--- src/verilog/amd_pkg.sv ---
// constants, modes, states and state record of the addressing mode decoder
package amd_pkg;

    localparam logic [7:0] PRE_ALT_REG = 8'h90;
    localparam logic [7:0] PRE_ALT_IND = 8'h91;
    localparam logic [7:0] PRE_IND = 8'h92;
    localparam logic [7:0] HALT_OP = 8'h8e;
    localparam logic [7:0] WAIT_OP = 8'h8f;
    localparam logic [7:0] REL_CALL_OP = 8'had;
    localparam logic [7:0] PAGE_ZERO = 8'h00;
    localparam logic [2:0] OPCODE_LEN = 3'h1;
    localparam logic [15:0] RESET_ADDR = 16'h0000;

    typedef enum logic [4:0] {
        M_INHERENT = 5'h00,
        M_IMMEDIATE = 5'h01,
        M_DIR_SHORT = 5'h02,
        M_DIR_LONG = 5'h03,
        M_IDX_NONE = 5'h04,
        M_IDX_SHORT = 5'h05,
        M_IDX_LONG = 5'h06,
        M_IND_SHORT = 5'h07,
        M_IND_LONG = 5'h08,
        M_INDIDX_SHORT = 5'h09,
        M_INDIDX_LONG = 5'h0a,
        M_REL_DIR = 5'h0b,
        M_REL_IND = 5'h0c,
        M_BIT_DIR = 5'h0d,
        M_BIT_IND = 5'h0e,
        M_BITREL_DIR = 5'h0f,
        M_BITREL_IND = 5'h10
    } amd_mode_type;

    // base mode per opcode high nibble, before any prefix
    localparam amd_mode_type COL_MODE [16] = '{
        M_BITREL_DIR, M_BIT_DIR, M_REL_DIR, M_DIR_SHORT,
        M_INHERENT, M_INHERENT, M_IDX_SHORT, M_IDX_NONE,
        M_INHERENT, M_INHERENT, M_IMMEDIATE, M_DIR_SHORT,
        M_DIR_LONG, M_IDX_LONG, M_IDX_SHORT, M_IDX_NONE
    };

    // defined low nibbles per high nibble, bit n set when opcode xn exists
    localparam logic [15:0] LEGAL_MAP [16] = '{
        16'hffff, 16'hffff, 16'hffff, 16'hf7d9,
        16'hf7d9, 16'hf7d9, 16'hf7d9, 16'hf7d9,
        16'hf00f, 16'hfff8, 16'haf7f, 16'hffff,
        16'hffff, 16'hffff, 16'hffff, 16'hffff
    };

    typedef enum logic [1:0] {
        ST_IDLE = 2'b00,
        ST_FETCH = 2'b01,
        ST_PTR = 2'b11,
        ST_CALC = 2'b10
    } amd_state_type;

    typedef enum logic [1:0] {
        PRE_NONE = 2'h0,
        PRE_Y = 2'h1,
        PRE_IX = 2'h2,
        PRE_IY = 2'h3
    } amd_pre_type;

    typedef struct packed {
        amd_state_type st;
        amd_pre_type pre;
        logic [1:0] cnt;
        logic [1:0] nopd;
        logic [1:0] nptr;
        logic pcnt;
        logic [1:0][7:0] opd;
        logic [15:0] ptr;
        logic [7:0] opc;
        amd_mode_type mode;
        logic prog_req;
        logic [15:0] prog_addr;
        logic data_req;
        logic [15:0] data_addr;
        logic done;
        logic busy;
        logic illegal;
        logic halt_req;
        logic wait_req;
        logic alt;
        logic [2:0] len;
        logic [15:0] eff_addr;
        logic [7:0] operand;
        logic [15:0] target;
    } amd_regs_type;

endpackage
--- src/verilog/amd_decoder.sv ---
// addressing mode decoder: fetches one instruction, resolves its effective address
// Behaviour
// - inherent instructions are one byte, no operand bytes fetched
// - immediate fetches one byte used directly as operand value
// - short direct takes one address byte, page zero only
// - long direct takes a two byte address anywhere in 64K
// - indexed address is unsigned sum of chosen index and offset
// - no-offset indexed fetches nothing, index alone is the address
// - short indexed adds one offset byte, reaching up to 1fe
// - long indexed adds a two byte offset word to index
// - short indirect reads a one byte pointer from page zero
// - long indirect reads a two byte pointer from page zero
// - indirect indexed adds index to fetched pointer, short reaches 1fe
// - relative forms add an 8-bit signed offset to program counter
// - direct relative offset follows opcode, indirect relative reads it
// - instructions are one to four bytes including prefix
// - layout is optional prefix, opcode, then zero to two bytes
// - prefix 90 selects alternate index register
// - prefix 92 turns direct and offset indexed forms into indirect forms, no-offset indexed stays as is
// - prefix 91 turns indirect indexed form onto alternate index
// - opcode set of 63 instructions in 13 groups recognised
// - halt requests lowest power state, wait requests lighter one
// - relative offset applies to address after the branch
// - read-modify-write opcodes exist only in short addressing forms
// - byte neither opcode nor prefix raises reset request
module amd_decoder (
    input wire logic clock,
    input wire logic rst,
    input wire logic start,
    input wire logic [15:0] start_pc,
    input wire logic [7:0] index_x,
    input wire logic [7:0] index_y,
    output logic prog_req,
    output logic [15:0] prog_addr,
    input wire logic prog_ack,
    input wire logic [7:0] prog_rdata,
    output logic data_req,
    output logic [15:0] data_addr,
    input wire logic data_ack,
    input wire logic [7:0] data_rdata,
    output logic busy,
    output logic done,
    output logic [7:0] opcode,
    output logic [4:0] mode,
    output logic [2:0] instr_len,
    output logic use_alt_index,
    output logic [15:0] eff_addr,
    output logic [7:0] operand,
    output logic [15:0] branch_target,
    output logic [15:0] next_pc,
    output logic illegal_reset,
    output logic halt_req,
    output logic wait_req
);

    amd_pkg::amd_regs_type q;
    amd_pkg::amd_regs_type n;

    amd_pkg::amd_mode_type base_mode;
    amd_pkg::amd_mode_type dec_mode;
    logic is_prefix;
    logic is_legal;
    logic [1:0] dec_nopd;
    logic [1:0] dec_nptr;
    logic [7:0] ptr_loc;
    logic [7:0] idx;
    logic [7:0] rel_off;

    // bytes following the opcode
    function automatic logic [1:0] opd_bytes(input amd_pkg::amd_mode_type m);
        case (m)
            amd_pkg::M_INHERENT, amd_pkg::M_IDX_NONE: opd_bytes = 2'h0;
            amd_pkg::M_DIR_LONG, amd_pkg::M_IDX_LONG: opd_bytes = 2'h2;
            amd_pkg::M_BITREL_DIR, amd_pkg::M_BITREL_IND: opd_bytes = 2'h2;
            default: opd_bytes = 2'h1;
        endcase
    endfunction

    // pointer bytes read from page zero
    function automatic logic [1:0] ptr_bytes(input amd_pkg::amd_mode_type m);
        case (m)
            amd_pkg::M_IND_LONG, amd_pkg::M_INDIDX_LONG: ptr_bytes = 2'h2;
            amd_pkg::M_IND_SHORT, amd_pkg::M_INDIDX_SHORT: ptr_bytes = 2'h1;
            amd_pkg::M_REL_IND, amd_pkg::M_BIT_IND: ptr_bytes = 2'h1;
            amd_pkg::M_BITREL_IND: ptr_bytes = 2'h1;
            default: ptr_bytes = 2'h0;
        endcase
    endfunction

    // opcode classification from the byte on the fetch bus
    always_comb
    begin
        is_prefix = (prog_rdata == amd_pkg::PRE_ALT_REG) || (prog_rdata == amd_pkg::PRE_ALT_IND)
            || (prog_rdata == amd_pkg::PRE_IND);
        is_legal = amd_pkg::LEGAL_MAP[prog_rdata[7:4]][prog_rdata[3:0]];
        // rmw columns carry only short and no-offset forms
        base_mode = amd_pkg::COL_MODE[prog_rdata[7:4]];
        if (prog_rdata == amd_pkg::REL_CALL_OP)
        begin
            base_mode = amd_pkg::M_REL_DIR;
        end
        dec_mode = base_mode;
        case (q.pre)
            amd_pkg::PRE_IX:
            begin
                case (base_mode)
                    amd_pkg::M_DIR_SHORT: dec_mode = amd_pkg::M_IND_SHORT;
                    amd_pkg::M_DIR_LONG: dec_mode = amd_pkg::M_IND_LONG;
                    amd_pkg::M_BIT_DIR: dec_mode = amd_pkg::M_BIT_IND;
                    amd_pkg::M_BITREL_DIR: dec_mode = amd_pkg::M_BITREL_IND;
                    amd_pkg::M_REL_DIR: dec_mode = amd_pkg::M_REL_IND;
                    amd_pkg::M_IDX_SHORT: dec_mode = amd_pkg::M_INDIDX_SHORT;
                    amd_pkg::M_IDX_LONG: dec_mode = amd_pkg::M_INDIDX_LONG;
                    default: dec_mode = base_mode;
                endcase
            end
            amd_pkg::PRE_IY:
            begin
                case (base_mode)
                    amd_pkg::M_IDX_SHORT: dec_mode = amd_pkg::M_INDIDX_SHORT;
                    amd_pkg::M_IDX_LONG: dec_mode = amd_pkg::M_INDIDX_LONG;
                    default: dec_mode = base_mode;
                endcase
            end
            default: dec_mode = base_mode;
        endcase
        dec_nopd = opd_bytes(dec_mode);
        dec_nptr = ptr_bytes(dec_mode);
    end

    // pointer location, index and branch offset
    always_comb
    begin
        ptr_loc = (q.cnt == 2'h1) ? prog_rdata : q.opd[0];
        idx = q.alt ? index_y : index_x;
        case (q.mode)
            amd_pkg::M_REL_IND: rel_off = q.ptr[7:0];
            amd_pkg::M_BITREL_DIR, amd_pkg::M_BITREL_IND: rel_off = q.opd[1];
            default: rel_off = q.opd[0];
        endcase
    end

    always_comb
    begin
        n = q;
        n.done = 1'b0;
        n.illegal = 1'b0;
        n.halt_req = 1'b0;
        n.wait_req = 1'b0;
        case (q.st)
            amd_pkg::ST_IDLE:
            begin
                if (start)
                begin
                    n.st = amd_pkg::ST_FETCH;
                    n.prog_req = 1'b1;
                    n.prog_addr = start_pc;
                    n.cnt = 2'h0;
                    n.pcnt = 1'b0;
                    n.ptr = 16'h0000;
                    n.opd = '0;
                    n.pre = amd_pkg::PRE_NONE;
                    // no index choice carries over
                    n.alt = 1'b0;
                end
            end
            amd_pkg::ST_FETCH:
            begin
                if (prog_ack)
                begin
                    n.prog_addr = q.prog_addr + 16'h0001;
                    if (q.cnt == 2'h0)
                    begin
                        if (is_prefix && (q.pre == amd_pkg::PRE_NONE))
                        begin
                            case (prog_rdata)
                                amd_pkg::PRE_ALT_REG: n.pre = amd_pkg::PRE_Y;
                                amd_pkg::PRE_ALT_IND: n.pre = amd_pkg::PRE_IY;
                                default: n.pre = amd_pkg::PRE_IX;
                            endcase
                            n.alt = (prog_rdata != amd_pkg::PRE_IND);
                        end
                        else if (!is_legal && !is_prefix)
                        begin
                            n.illegal = 1'b1;
                            n.st = amd_pkg::ST_IDLE;
                            n.prog_req = 1'b0;
                            n.pre = amd_pkg::PRE_NONE;
                            n.alt = 1'b0;
                        end
                        else
                        begin
                            n.opc = prog_rdata;
                            n.mode = dec_mode;
                            n.nopd = dec_nopd;
                            n.nptr = dec_nptr;
                            n.cnt = 2'h1;
                            if (dec_nopd == 2'h0)
                            begin
                                n.prog_req = 1'b0;
                                n.st = amd_pkg::ST_CALC;
                            end
                        end
                    end
                    else
                    begin
                        // first byte after opcode is a word's high half
                        if (q.cnt == 2'h1)
                        begin
                            n.opd[0] = prog_rdata;
                        end
                        else
                        begin
                            n.opd[1] = prog_rdata;
                        end
                        n.cnt = q.cnt + 2'h1;
                        if (q.cnt == q.nopd)
                        begin
                            n.prog_req = 1'b0;
                            if (q.nptr != 2'h0)
                            begin
                                n.st = amd_pkg::ST_PTR;
                                n.data_req = 1'b1;
                                n.data_addr = {amd_pkg::PAGE_ZERO, ptr_loc};
                            end
                            else
                            begin
                                n.st = amd_pkg::ST_CALC;
                            end
                        end
                    end
                end
            end
            amd_pkg::ST_PTR:
            begin
                if (data_ack)
                begin
                    if ((q.nptr == 2'h2) && !q.pcnt)
                    begin
                        n.ptr[15:8] = data_rdata;
                        n.pcnt = 1'b1;
                        // low pointer byte wraps inside page zero
                        n.data_addr = {amd_pkg::PAGE_ZERO, q.data_addr[7:0] + 8'h01};
                    end
                    else
                    begin
                        n.ptr[7:0] = data_rdata;
                        n.data_req = 1'b0;
                        n.st = amd_pkg::ST_CALC;
                    end
                end
            end
            amd_pkg::ST_CALC:
            begin
                n.st = amd_pkg::ST_IDLE;
                n.done = 1'b1;
                n.operand = q.opd[0];
                // a prefix adds one byte
                n.len = amd_pkg::OPCODE_LEN + {1'b0, q.nopd};
                if (q.pre != amd_pkg::PRE_NONE)
                begin
                    n.len = n.len + 3'h1;
                end
                // prog_addr already points past the branch here
                n.target = q.prog_addr + {{8{rel_off[7]}}, rel_off};
                case (q.mode)
                    amd_pkg::M_DIR_SHORT, amd_pkg::M_BIT_DIR, amd_pkg::M_BITREL_DIR:
                        n.eff_addr = {amd_pkg::PAGE_ZERO, q.opd[0]};
                    amd_pkg::M_DIR_LONG: n.eff_addr = {q.opd[0], q.opd[1]};
                    amd_pkg::M_IDX_NONE: n.eff_addr = {amd_pkg::PAGE_ZERO, idx};
                    amd_pkg::M_IDX_SHORT:
                        n.eff_addr = {7'h00, {1'b0, idx} + {1'b0, q.opd[0]}};
                    amd_pkg::M_IDX_LONG:
                        n.eff_addr = {q.opd[0], q.opd[1]} + {8'h00, idx};
                    amd_pkg::M_IND_SHORT, amd_pkg::M_BIT_IND, amd_pkg::M_BITREL_IND:
                        n.eff_addr = {amd_pkg::PAGE_ZERO, q.ptr[7:0]};
                    amd_pkg::M_IND_LONG: n.eff_addr = q.ptr;
                    amd_pkg::M_INDIDX_SHORT:
                        n.eff_addr = {7'h00, {1'b0, idx} + {1'b0, q.ptr[7:0]}};
                    amd_pkg::M_INDIDX_LONG: n.eff_addr = q.ptr + {8'h00, idx};
                    amd_pkg::M_REL_DIR, amd_pkg::M_REL_IND: n.eff_addr = n.target;
                    default: n.eff_addr = 16'h0000;
                endcase
                if (q.pre == amd_pkg::PRE_NONE)
                begin
                    n.halt_req = (q.opc == amd_pkg::HALT_OP);
                    n.wait_req = (q.opc == amd_pkg::WAIT_OP);
                end
                n.pre = amd_pkg::PRE_NONE;
                n.alt = 1'b0;
                n.cnt = 2'h0;
            end
            default:
            begin
                // unreachable state, drop both requests
                n.st = amd_pkg::ST_IDLE;
                n.prog_req = 1'b0;
                n.data_req = 1'b0;
            end
        endcase
        // busy leaves from a flop like every port
        n.busy = (n.st != amd_pkg::ST_IDLE);
    end

    always_ff @(posedge clock or posedge rst)
    begin
        if (rst)
        begin
            q <= '{
                st: amd_pkg::ST_IDLE,
                pre: amd_pkg::PRE_NONE,
                mode: amd_pkg::M_INHERENT,
                prog_addr: amd_pkg::RESET_ADDR,
                default: '0
            };
        end
        else
        begin
            q <= n;
        end
    end

    assign prog_req = q.prog_req;
    assign prog_addr = q.prog_addr;
    assign data_req = q.data_req;
    assign data_addr = q.data_addr;
    assign busy = q.busy;
    assign done = q.done;
    assign opcode = q.opc;
    assign mode = q.mode;
    assign instr_len = q.len;
    assign use_alt_index = q.alt;
    assign eff_addr = q.eff_addr;
    assign operand = q.operand;
    assign branch_target = q.target;
    assign next_pc = q.prog_addr;
    assign illegal_reset = q.illegal;
    assign halt_req = q.halt_req;
    assign wait_req = q.wait_req;

endmodule // amd_decoder

--- config.mk ---
export PLATFORM = sky130hd
export DESIGN_NAME = amd_decoder
export DESIGN_NICKNAME = d
export VERILOG_FILES = /design/src/verilog/amd_pkg.sv /design/src/verilog/amd_decoder.sv
export SDC_FILE = /design/constraint.sdc
export NUM_CORES = 1
export LEC_CHECK = 0
export ABC_AREA = 1
export BUFFER_PORTS_ARGS = -buffer_cell sky130_fd_sc_hd__buf_2
export CAP_MARGIN = 40
export CORE_MARGIN = 2
export CORE_UTILIZATION = 53
export DETAILED_ROUTE_END_ITERATION = 16
export HOLD_SLACK_MARGIN = 0.12
export PLACE_DENSITY = 0.76
export SYNTH_ARGS = -nofsm -noshare
export SYNTH_HDL_FRONTEND = slang
export SYNTH_SLANG_ARGS = --single-unit
--- constraint.sdc ---
create_clock -name clock -period 5.1 [get_ports clock]
set_clock_uncertainty 0.15 [all_clocks]
set_input_delay 0.255 -clock clock [delete_from_list [all_inputs] [get_ports clock]]
set_output_delay 0.255 -clock clock [all_outputs]
set_load 0.02 [all_outputs]
== After elaboration in Yosys (flattened, before gate mapping) ==
Memory sizes are Yosys's and may differ from the RTL's.
Cells that the tools add are included.

* Equal/unequal tests: 63
* Reductions and logical operators: 39
* Bitwise gates (word level): 3
* Add/subtract/negate cells: 10
* Mux-type cells: 79
* Magnitude comparators: 2

{| class="wikitable"
|+ Operators with widths
! operator !! count
|-
| one-hot mux 16 bit (10 select lines) || 1
|-
| 2-to-1 mux 16 bit || 6
|-
| equality test 5 x 4 -> 1 bit (second input constant) || 17
|-
| 2-to-1 mux 17 bit || 5
|-
| one-hot mux 17 bit (2 select lines) || 2
|-
| one-hot mux 16 bit (2 select lines) || 2
|-
| equality test 8 bit (second input constant) || 6
|-
| equality test 5 x 3 -> 1 bit (second input constant) || 9
|-
| 2-to-1 mux 8 bit || 5
|-
| one-hot mux 5 bit (7 select lines) || 1
|-
| 2-to-1 mux 34 bit || 1
|-
| 2-to-1 mux 33 bit || 1
|-
| adder 16 x 8 -> 16 bit || 2
|-
| 2-to-1 mux 2 bit || 13
|-
| equality test 5 x 2 -> 1 bit (second input constant) || 5
|-
| 2-to-1 mux 1 bit || 20
|-
| != test 2 bit (second input constant) || 10
|-
| one-hot mux 5 bit (2 select lines) || 2
|-
| AND reduction 5 bit || 4
|-
| adder 8 x 8 -> 9 bit || 2
|-
| 2-to-1 mux 6 bit || 3
|-
| adder 16 x 1 -> 16 bit (second input constant) || 1
|-
| adder 16 bit || 1
|-
| one-hot mux 8 bit (2 select lines) || 1
|-
| other kinds (42) || 76
|}

* Bits in read-only memories: 336
* Word-level logic and storage cells: 224
* Bits of input ports: 53
* Memories: 2
* Output and inout port bits: 112
* Register bits after elaboration: 139

{| class="wikitable"
|+ Memories
! name !! depth !! bits a word !! rd ports !! clocked after memory_dff !! write ports !! line !! source
|-
| (name not given) || 16 || 16 || 1 || 0 || 0 || amd_decoder.sv:95 || <nowiki>is_legal = amd_pkg::LEGAL_MAP[prog_rdata[7:4]][prog_rdata[3:0]];</nowiki>
|-
| (name not given) || 16 || 5 || 1 || 0 || 0 || amd_decoder.sv:97 || <nowiki>base_mode = amd_pkg::COL_MODE[prog_rdata[7:4]];</nowiki>
|}

== Depth between registers and ports, before layout ==
Gate-level depths: netlist of run 1.

* Depth after elaboration: 19
* Mapped depth: 24
* Gate-level depth less buffers: 21

== Least setup slack after synthesis of run 1 ==
No wires, ideal clock.

* Path kind: reg2reg
* Start point: register q (netlist bit mode[0])
* End point: register q (netlist bit eff_addr[12])
* Slack: 1.839 ns
* Stages on the path, launching flop included: 23
* Setup time: 0.117 ns
* Data arrival time: 2.994 ns
* Period minus slack after synthesis: 3.261 ns
* Path buffers: 4
* Data required time: 4.833 ns
* Path through: dfrtp_1 buf_6 nor3_2 nand2_2 buf_6 buf_2 clkbuf_1 o21ai_0 ha_1 inv_1 fa_1 inv_1 nand2_1 o21bai_1 nand2_1 nand2_1 nand2_1 nor2_4 nand2_1 o21ai_1 nand3_1 nand2_1 nand2_1

* Word-level cells in the longest chain between the ends: 5
* Elaborated cells on any way between the ends: 22
* Those cells by class: 1 x add/sub; 15 x eq/ne; 2 x mux; 4 x reduce/logical

{| class="wikitable"
|+ RTL lines
! element !! line !! source
|-
| start, declared || amd_decoder.sv:56 || <nowiki>amd_pkg::amd_regs_type q;</nowiki>
|-
| start signal, assigned || amd_decoder.sv:309 || <nowiki>q <= '{</nowiki>
|-
| start signal, assigned || amd_decoder.sv:319 || <nowiki>q <= n;</nowiki>
|-
| equality test 5 bit / equality test 5 x 4 -> 1 bit (equally long branches) || amd_decoder.sv:136, amd_decoder.sv:266 ||
|-
| OR reduction 2 bit || amd_decoder.sv:136 || <nowiki>case (q.mode)</nowiki>
|-
| one-hot mux 8 bit (2 select lines) || amd_decoder.sv:136 ||
|-
| adder 16 bit || amd_decoder.sv:265 || <nowiki>n.target = q.prog_addr + {{8{rel_off[7]}}, rel_off};</nowiki>
|-
| one-hot mux 16 bit (10 select lines) * || amd_decoder.sv:266 || <nowiki>case (q.mode)</nowiki>
|}

Mark *: on every way between the ends. The rest lies on a longest branch, timed or not.
A chain may end at the register's enable or synchronous reset.

== Worst setup path in the final report of run 1 ==
Ends and elaborated chain as after synthesis.

==> results of run 1 <==
-- kinds of logic after synthesis --
| family | share of synthesized area |
|---|---|
| and+or+nand+nor | 0.268 |
| buffers and inverters | 0.160 |
| AOI/OAI and AO/OA | 0.170 |
| DFF | 0.325 |
| adders and majority gates | 0.0569 |
| xor gates and xnor gates | 0.0200 |
| other | 0.000372 |
-- metal layers --
layer | part of all wire | wire (µm)
met3 | 0.072 | 2110
met4 | 0.030 | 867
met5 | 0 | 0
met2 | 0.47 | 13800
met1 | 0.43 | 12600
-- worst max-delay path: cells and delay by family, from the launching register on --
kind | cells | cell delay (ps)
flip-flops | 1 | 550
AND/OR/NAND/NOR | 10 | 1430
AO/OA/AOI/OAI | 4 | 970
adder cells (fa/ha/maj) | 1 | 360
buffers and inverters | 1 | 80
-- power breakdown --
| part | total, mW | leakage (nW) | internal [mW] | switching [mW] |
|---|---|---|---|---|
| Combinational | 3.90 | 3.83 | 1.26 | 2.65 |
| Clock | 1.37 | 0.309 | 0.895 | 0.474 |
| Sequential | 1.87 | 1.69 | 1.46 | 0.417 |
-- path summary, 6_finish.rpt --
kind | from | endpoint | slack (ps) | cells after the start
max in group asynchronous | rst | eff_addr[12]$_DFFE_PP0P_ | 3450 | 4
worst min register to register | branch_target[0]$_DFFE_PP0P_ | branch_target[0]$_DFFE_PP0P_ | 310 | 2
worst max register to register | mode[0]$_DFFE_PP0P_ | eff_addr[12]$_DFFE_PP0P_ | 1430 | 16
worst max-delay path | mode[0]$_DFFE_PP0P_ | eff_addr[12]$_DFFE_PP0P_ | 1430 | 16
worst min-delay path | prog_rdata[3] | opcode[3]$_DFFE_PP0P_ | 150 | 3
min in group asynchronous | rst | halt_req$_DFF_PP0_ | 310 | 3
-- cell usage in the layout, fill, tap and decap left out, types with 4 or more instances in the layout --
cell             n
clkbuf_16       17
nand2_1        386
inv_2           11
nor2_1          86
o211ai_1        13
clkinv_1         4
nand3_1         86
a221oi_1         4
bufinv_16        5
dlygate4sd3_1   30
ha_1            41
xor2_1          18
nor2_2           6
nand4_1         12
o221ai_1         9
nand2_2          8
dfrtp_1        131
conb_1           8
nor3_2           4
o21a_1           8
inv_1          154
buf_2          156
xnor2_1          5
buf_4            8
o21ai_1          9
nand3b_1         9
o22ai_1         28
a31oi_1          4
a21oi_1         58
o21ai_0        139
or2_2            5
o21ai_2          4
nor3_1          13
clkinvlp_4       4
-- layout make-up --
cell class / count / area [µm²]
fillers: 1772 / 7470
flip-flops and latches: 131 / 3280
inverters: 170 / 641
multi-input cells: 1001 / 5220
repair buffers: 195 / 1140
clock buffers: 20 / 457
clock inverters: 12 / 203
well taps: 234 / 293
-- registers in the layout, summed over array words and instances, names as in the netlist --
signal	flops
branch_target	16
busy	1
data_addr	8
data_req	1
done	1
eff_addr	16
halt_req	1
illegal_reset	1
instr_len	3
mode	5
next_pc	16
opcode	8
operand	8
prog_req	1
q	43
use_alt_index	1
wait_req	1
-- what timing repair did --
action                    4_1_cts  5_1_grt
hold endpoints to repair       87        0
gates resized for setup         0        0
hold buffers                   30        0
==> flow_summary.ini, run 1 <==
[outcome]
outcome = finished clean

[sta]
setup_viol = 0
hold_viol_final = 0
max_freq_mhz = 273
setup_ws_ps = 1430
min_period_ps = 3670
holdWs_ps = 152
fin_crit_sh = 0.719
tightest_slew_ps = 853
rsz0062_at_grt = false
finalSetupTns_ps = 0
drv_slew = 0
slew_headroom = 0.431

[route]
drt_iter0_drc = 856
via_per_inst = 5.55
wire_per_inst_um = 16.6
ant_nets = 0
finalWirelength_um = 29300
vias = 9792
drc = 0
firstDrtPassIters = 6

[cells_and_area]
utilization = 0.600
final_nets = 1613
diodes = 0
finalInstanceArea_um2 = 11200
stdcell_count = 1763
drive_gt1_frac = 0.160
syn_to_final_growth_pct = 11.4

[floorplanning]
die_area_um2 = 20100
start_util = 0.539
num_rows = 50
die_w_um = 142
core-area_um2 = 18700
die-height_um = 142
pin_count = 165

[global_route]
grt_pass1_wl_um = 46300
antenna_found_initial = 0
grt_pass1_vias = 8855
grtUsageMet3 = 0.0425
globalRoute.totalOverflow = 0
grt_start_max_net_pins = 49
use_met1 = 0.396
track_usage = 0.294
busiest_layer = met2
met2_usage = 0.486

[clocking]
cts.clk_slew.worst_paths_ps = 60
clk_latency_ps = 420
cts_buffers = 17
cts_buffer_depth = 2
root_buffer = clkbuf_16
cts.sinks = 131
post-cts-setup-buffers = 0
htree_num_levels = 4
cts_tree = built

[logic_synthesis]
ys_ff_latch = 131
ys_top_cells_by_area = dfrtp_1, nand2_1, buf_4
async_flop_share = 1.00
synth_area_per_cell_um2 = 7.01
synth_edf_count = 0
yosysWarnings = 0
synth.most_common_cell = nand2_1
synth_top_area_frac = 0.325
synth_cell_types = 53
synth_common_cells = nand2_1, inv_1, o21ai_0
syn_area_um2 = 10100
synthFlopType = dfrtp_1
syn_inst = 1438
ys_seq_area_frac = 0.325
synth_top_cell_by_area = dfrtp_1

[run]
maxCapViolCount = 0

[placement]
gp_congestion = 1.02
dp_hpwl_um = 22700
place_area_um2 = 10300
portBuffers = 156
dp.cells = 1701
pre_cts_slack_ps = 1520

[setup_path]
path_class = flop to flop
cpMostUsedCell = nand2_1
cp_slowest_cell = dfrtp_1
crit_required_ps = 5260
cp-end-kind = flop
path_max_fanout = 10
setup.worst_path.start_class = flop
cp_cell_sequence = nand2_1 > o21ai_0 > nand2_1 > o22ai_1 > inv_1 > nand2_1 > ha_1 > a21oi_1 > a21boi_0 > nand3b_1 > nand3_1 > or2_2 > nand3_1 > nand3_1 > nand2_1 > nand2_1
cp_slowest_stage_delay_ps = 550
cp.arrival_ps = 3830

[power_and_ir_drop]
power_density_nw_per_um2 = 636
power.total_mw = 7.14
peakVddDrop_mv = 0.341
p_leak_nw = 5.83

[worst_hold_path]
worstHoldPathType = primary input to flop
Note: power is estimated with default switching activity, not from simulation.
==> run 2: changes to the inputs <==
--- a/config.mk
+++ b/config.mk
@@ -5,7 +5,7 @@
 export SDC_FILE = /design/constraint.sdc
 export NUM_CORES = 1
 export LEC_CHECK = 0
-export ABC_AREA = 1
+export ABC_AREA = 0
 export BUFFER_PORTS_ARGS = -buffer_cell sky130_fd_sc_hd__buf_2
 export CAP_MARGIN = 40
 export CORE_MARGIN = 2
==> constraint.sdc (replaced) <==
create_clock -name clock -period 3.4 [get_ports clock]
set_clock_uncertainty 0.15 [all_clocks]
set_input_delay 0.17 -clock clock [delete_from_list [all_inputs] [get_ports clock]]
set_output_delay 0.17 -clock clock [all_outputs]
set_load 0.02 [all_outputs]
==> run 2 against run 1 <==
The run now ends with negative setup slack left. Maximum frequency grew 5.2%. Flip-flop and latch count is the same. Combinational power rose by 41%. Routed wire length increased by 5.1%. Sequential share of layout area decreased by 2.1 points. Total power rose by 40%. First-iteration DRC count up 5.4%. Die area fell by 1.1%. Critical path depth fell by 1. Core utilization rose by 5.0 points. Non-clock buffer count increased by 96. Largest power group unchanged.
==> flow_summary.ini, run 2 <==
[outcome]
outcome = finished, violations left
violations = negative setup slack

[run]
maxCapViolCount = 0

[cells_and_area]
regMostFlops = q
stdcell_count = 1527
nFillCells = 1508
final_nets = 1377
layout_commonest_cell = buf_2
largest_reg_flops = 43
syn_to_final_growth_pct = 21.4
drive_gt1_frac = 0.304
diodes = 0
final_cell_mix = buf_2, dfrtp_1, nand2_1
utilization = 0.651

[power_and_ir_drop]
power_density_nw_per_um2 = 828
p_leak_nw = 5.49
power.total_mw = 10.0
peakVddDrop_mv = 0.493

[floorplanning]
pin_count = 165
die_w_um = 141
num_rows = 50
die-height_um = 141
die_area_um2 = 19900
start_util = 0.536
core-area_um2 = 18600

[route]
finalWirelength_um = 30800
wire_per_inst_um = 20.2
via_per_inst = 6.10
firstDrtPassIters = 9
ant_nets = 0
drt_iter0_drc = 902
drc = 0
vias = 9319

[clocking]
cts_tree = built
cts_buffer_depth = 2
cts_buffers = 17
root_buffer = clkbuf_16
cts.sinks = 131
clk_latency_ps = 430
cts.clk_slew.worst_paths_ps = 60
htree_num_levels = 4

[placement]
dp.cells = 1443
gp_congestion = 1.00
pre_cts_slack_ps = -66.8
portBuffers = 156
dp_hpwl_um = 22300

[setup_path]
rr_startpoint = mode[2]$_DFFE_PP0P_
cp-end-kind = flop
path_class = flop to flop
path_delay_family = compound AO/OA/AOI/OAI gates
crit_start = mode[2]$_DFFE_PP0P_
cp_cell_sequence = buf_6 > nor4_4 > o2bb2a_4 > nor2b_4 > a221o_1 > ha_4 > inv_2 > fa_2 > nor2b_2 > o31a_1 > o21ba_4 > a311oi_4 > xnor2_2 > a21oi_1 > o22ai_1
setup.worst_path.start_class = flop
cp_slowest_cell = dfrtp_2
crit_buf_inv = 2
path_max_fanout = 8
crit_required_ps = 3590
cp_slowest_stage_delay_ps = 420
cp.arrival_ps = 3680

[logic_synthesis]
syn_area_um2 = 9960
synthMuxAreaShare = 0.0705
ys_seq_area_frac = 0.329
synth_top_family_by_area = compound AO/OA/AOI/OAI gates
synthFlopType = dfrtp_1
synth-xor-area-share = 0.0361
synth_cell_types = 89
ys_top_cells_by_area = dfrtp_1, buf_4, ha_1
yosysWarnings = 0
ys_ff_latch = 131
syn_inst = 1130
synthSimpleGateAreaFrac = 0.160
synth_area_per_cell_um2 = 8.81
synth_edf_count = 0
synth_fa_ha_area_frac = 0.0575
synth_top_cell_by_area = dfrtp_1
async_flop_share = 1.00
synth.most_common_cell = dfrtp_1
synth_common_cells = dfrtp_1, buf_4, nand2_1
synth_top_area_frac = 0.329
synth_compound_area_frac = 0.223

[worst_hold_path]
worstHoldPathType = primary input to flop
min_from = index_x[2]

[sta]
hold_viol_final = 0
min_period_ps = 3490
max_freq_mhz = 287
rsz0062_at_grt = true
drv_slew = 0
holdWs_ps = 197
slew_headroom = 0.442
tightest_slew_ps = 836
setup_viol = 11
setup_ws_ps = -88.2
fin_crit_sh = 1.03

[global_route]
grt_pass1_vias = 8746
grt_start_max_net_pins = 58
track_usage = 0.306
antenna_found_initial = 0
grt_pass1_wl_um = 47800
globalRoute.totalOverflow = 0
==> run 2: cell count changes after synthesis, sizes merged, moves of 19 or more <==
cell,delta
mux2i,+24
nor2,-48
nor2b,+19
clkbuf,+21
nand2,-291
o21ai,-56
inv,-125
mux2,+41
nand3,-47
==> run 2: kinds of logic after synthesis <==
group | Yosys count
muxes | 65
and+or+nand+nor | 307
other | 1
xor gates and xnor gates | 41
buffers and inverters | 210
adders and majority gates | 44
AOI/OAI and AO/OA | 331
DFF | 131
==> run 2: path summary, 6_finish.rpt <==
kind / slack (ps) / endpoint / cells past startpoint
worst max-delay path: -90 / eff_addr[12]$_DFFE_PP0P_ / 15
worst min-delay path: 200 / eff_addr[2]$_DFFE_PP0P_ / 5
worst max register to register: -90 / eff_addr[12]$_DFFE_PP0P_ / 15
worst min register to register: 330 / prog_req$_DFFE_PP0P_ / 1
max in group asynchronous: 1680 / branch_target[4]$_DFFE_PP0P_ / 5
min in group asynchronous: 700 / next_pc[12]$_DFFE_PP0P_ / 4
==> run 2: metal layers <==
layer	vias to the layer above	part of all wire	global-route usage
met1	4426	0.42	0.409
li1	4318	-	-
met3	97	0.083	0.0605
met4	0	0.036	0.104
met2	478	0.46	0.499
met5	-	0	0
==> run 2: area by class of cell <==
type                    instances  area [µm²]  area share
clock buffers                  24         472      0.0390
clock inverters                 8         103     0.00849
inverters                      43         165      0.0137
multi-input cells             796        5840       0.483
flip-flops and latches        131        3280       0.271
well taps                     234         293      0.0242
repair buffers                291        1940       0.160
==> run 2: report_power, final <==
group          internal, mW  switching [mW]  total (mW)
Sequential             2.09           0.595        2.69
Combinational          2.20            3.29        5.49
Clock                  1.12           0.719        1.84
==> run 2: per-stage QoR <==
stage / setup TNS (ps) / instance area, µm²
floorplan: -90.7 / 10100
CTS: -168 / 11800
finish: -431 / 12100
global route: -2170 / 12100
global placement: -46.2 / 10800
detailed placement: -414 / 10800
==> run 2: worst reg2reg max path, delay by kind of cell, from the launching register on <==
family,cells,cell delay (ps)
compound gates,7,1640
simple gates,3,450
flops,1,420
fa+ha+maj,2,390
buf+inv,2,190
xor+xnor,1,160
==> run 2: timing repair <==
item / CTS / global route
setup buffers: 11 / 7
hold buffers: 37 / 0
endpoints found under the hold margin: 191 / 0
setup endpoints to repair: 12 / 19
pin swaps: 10 / 23
resized for setup: 11 / 44
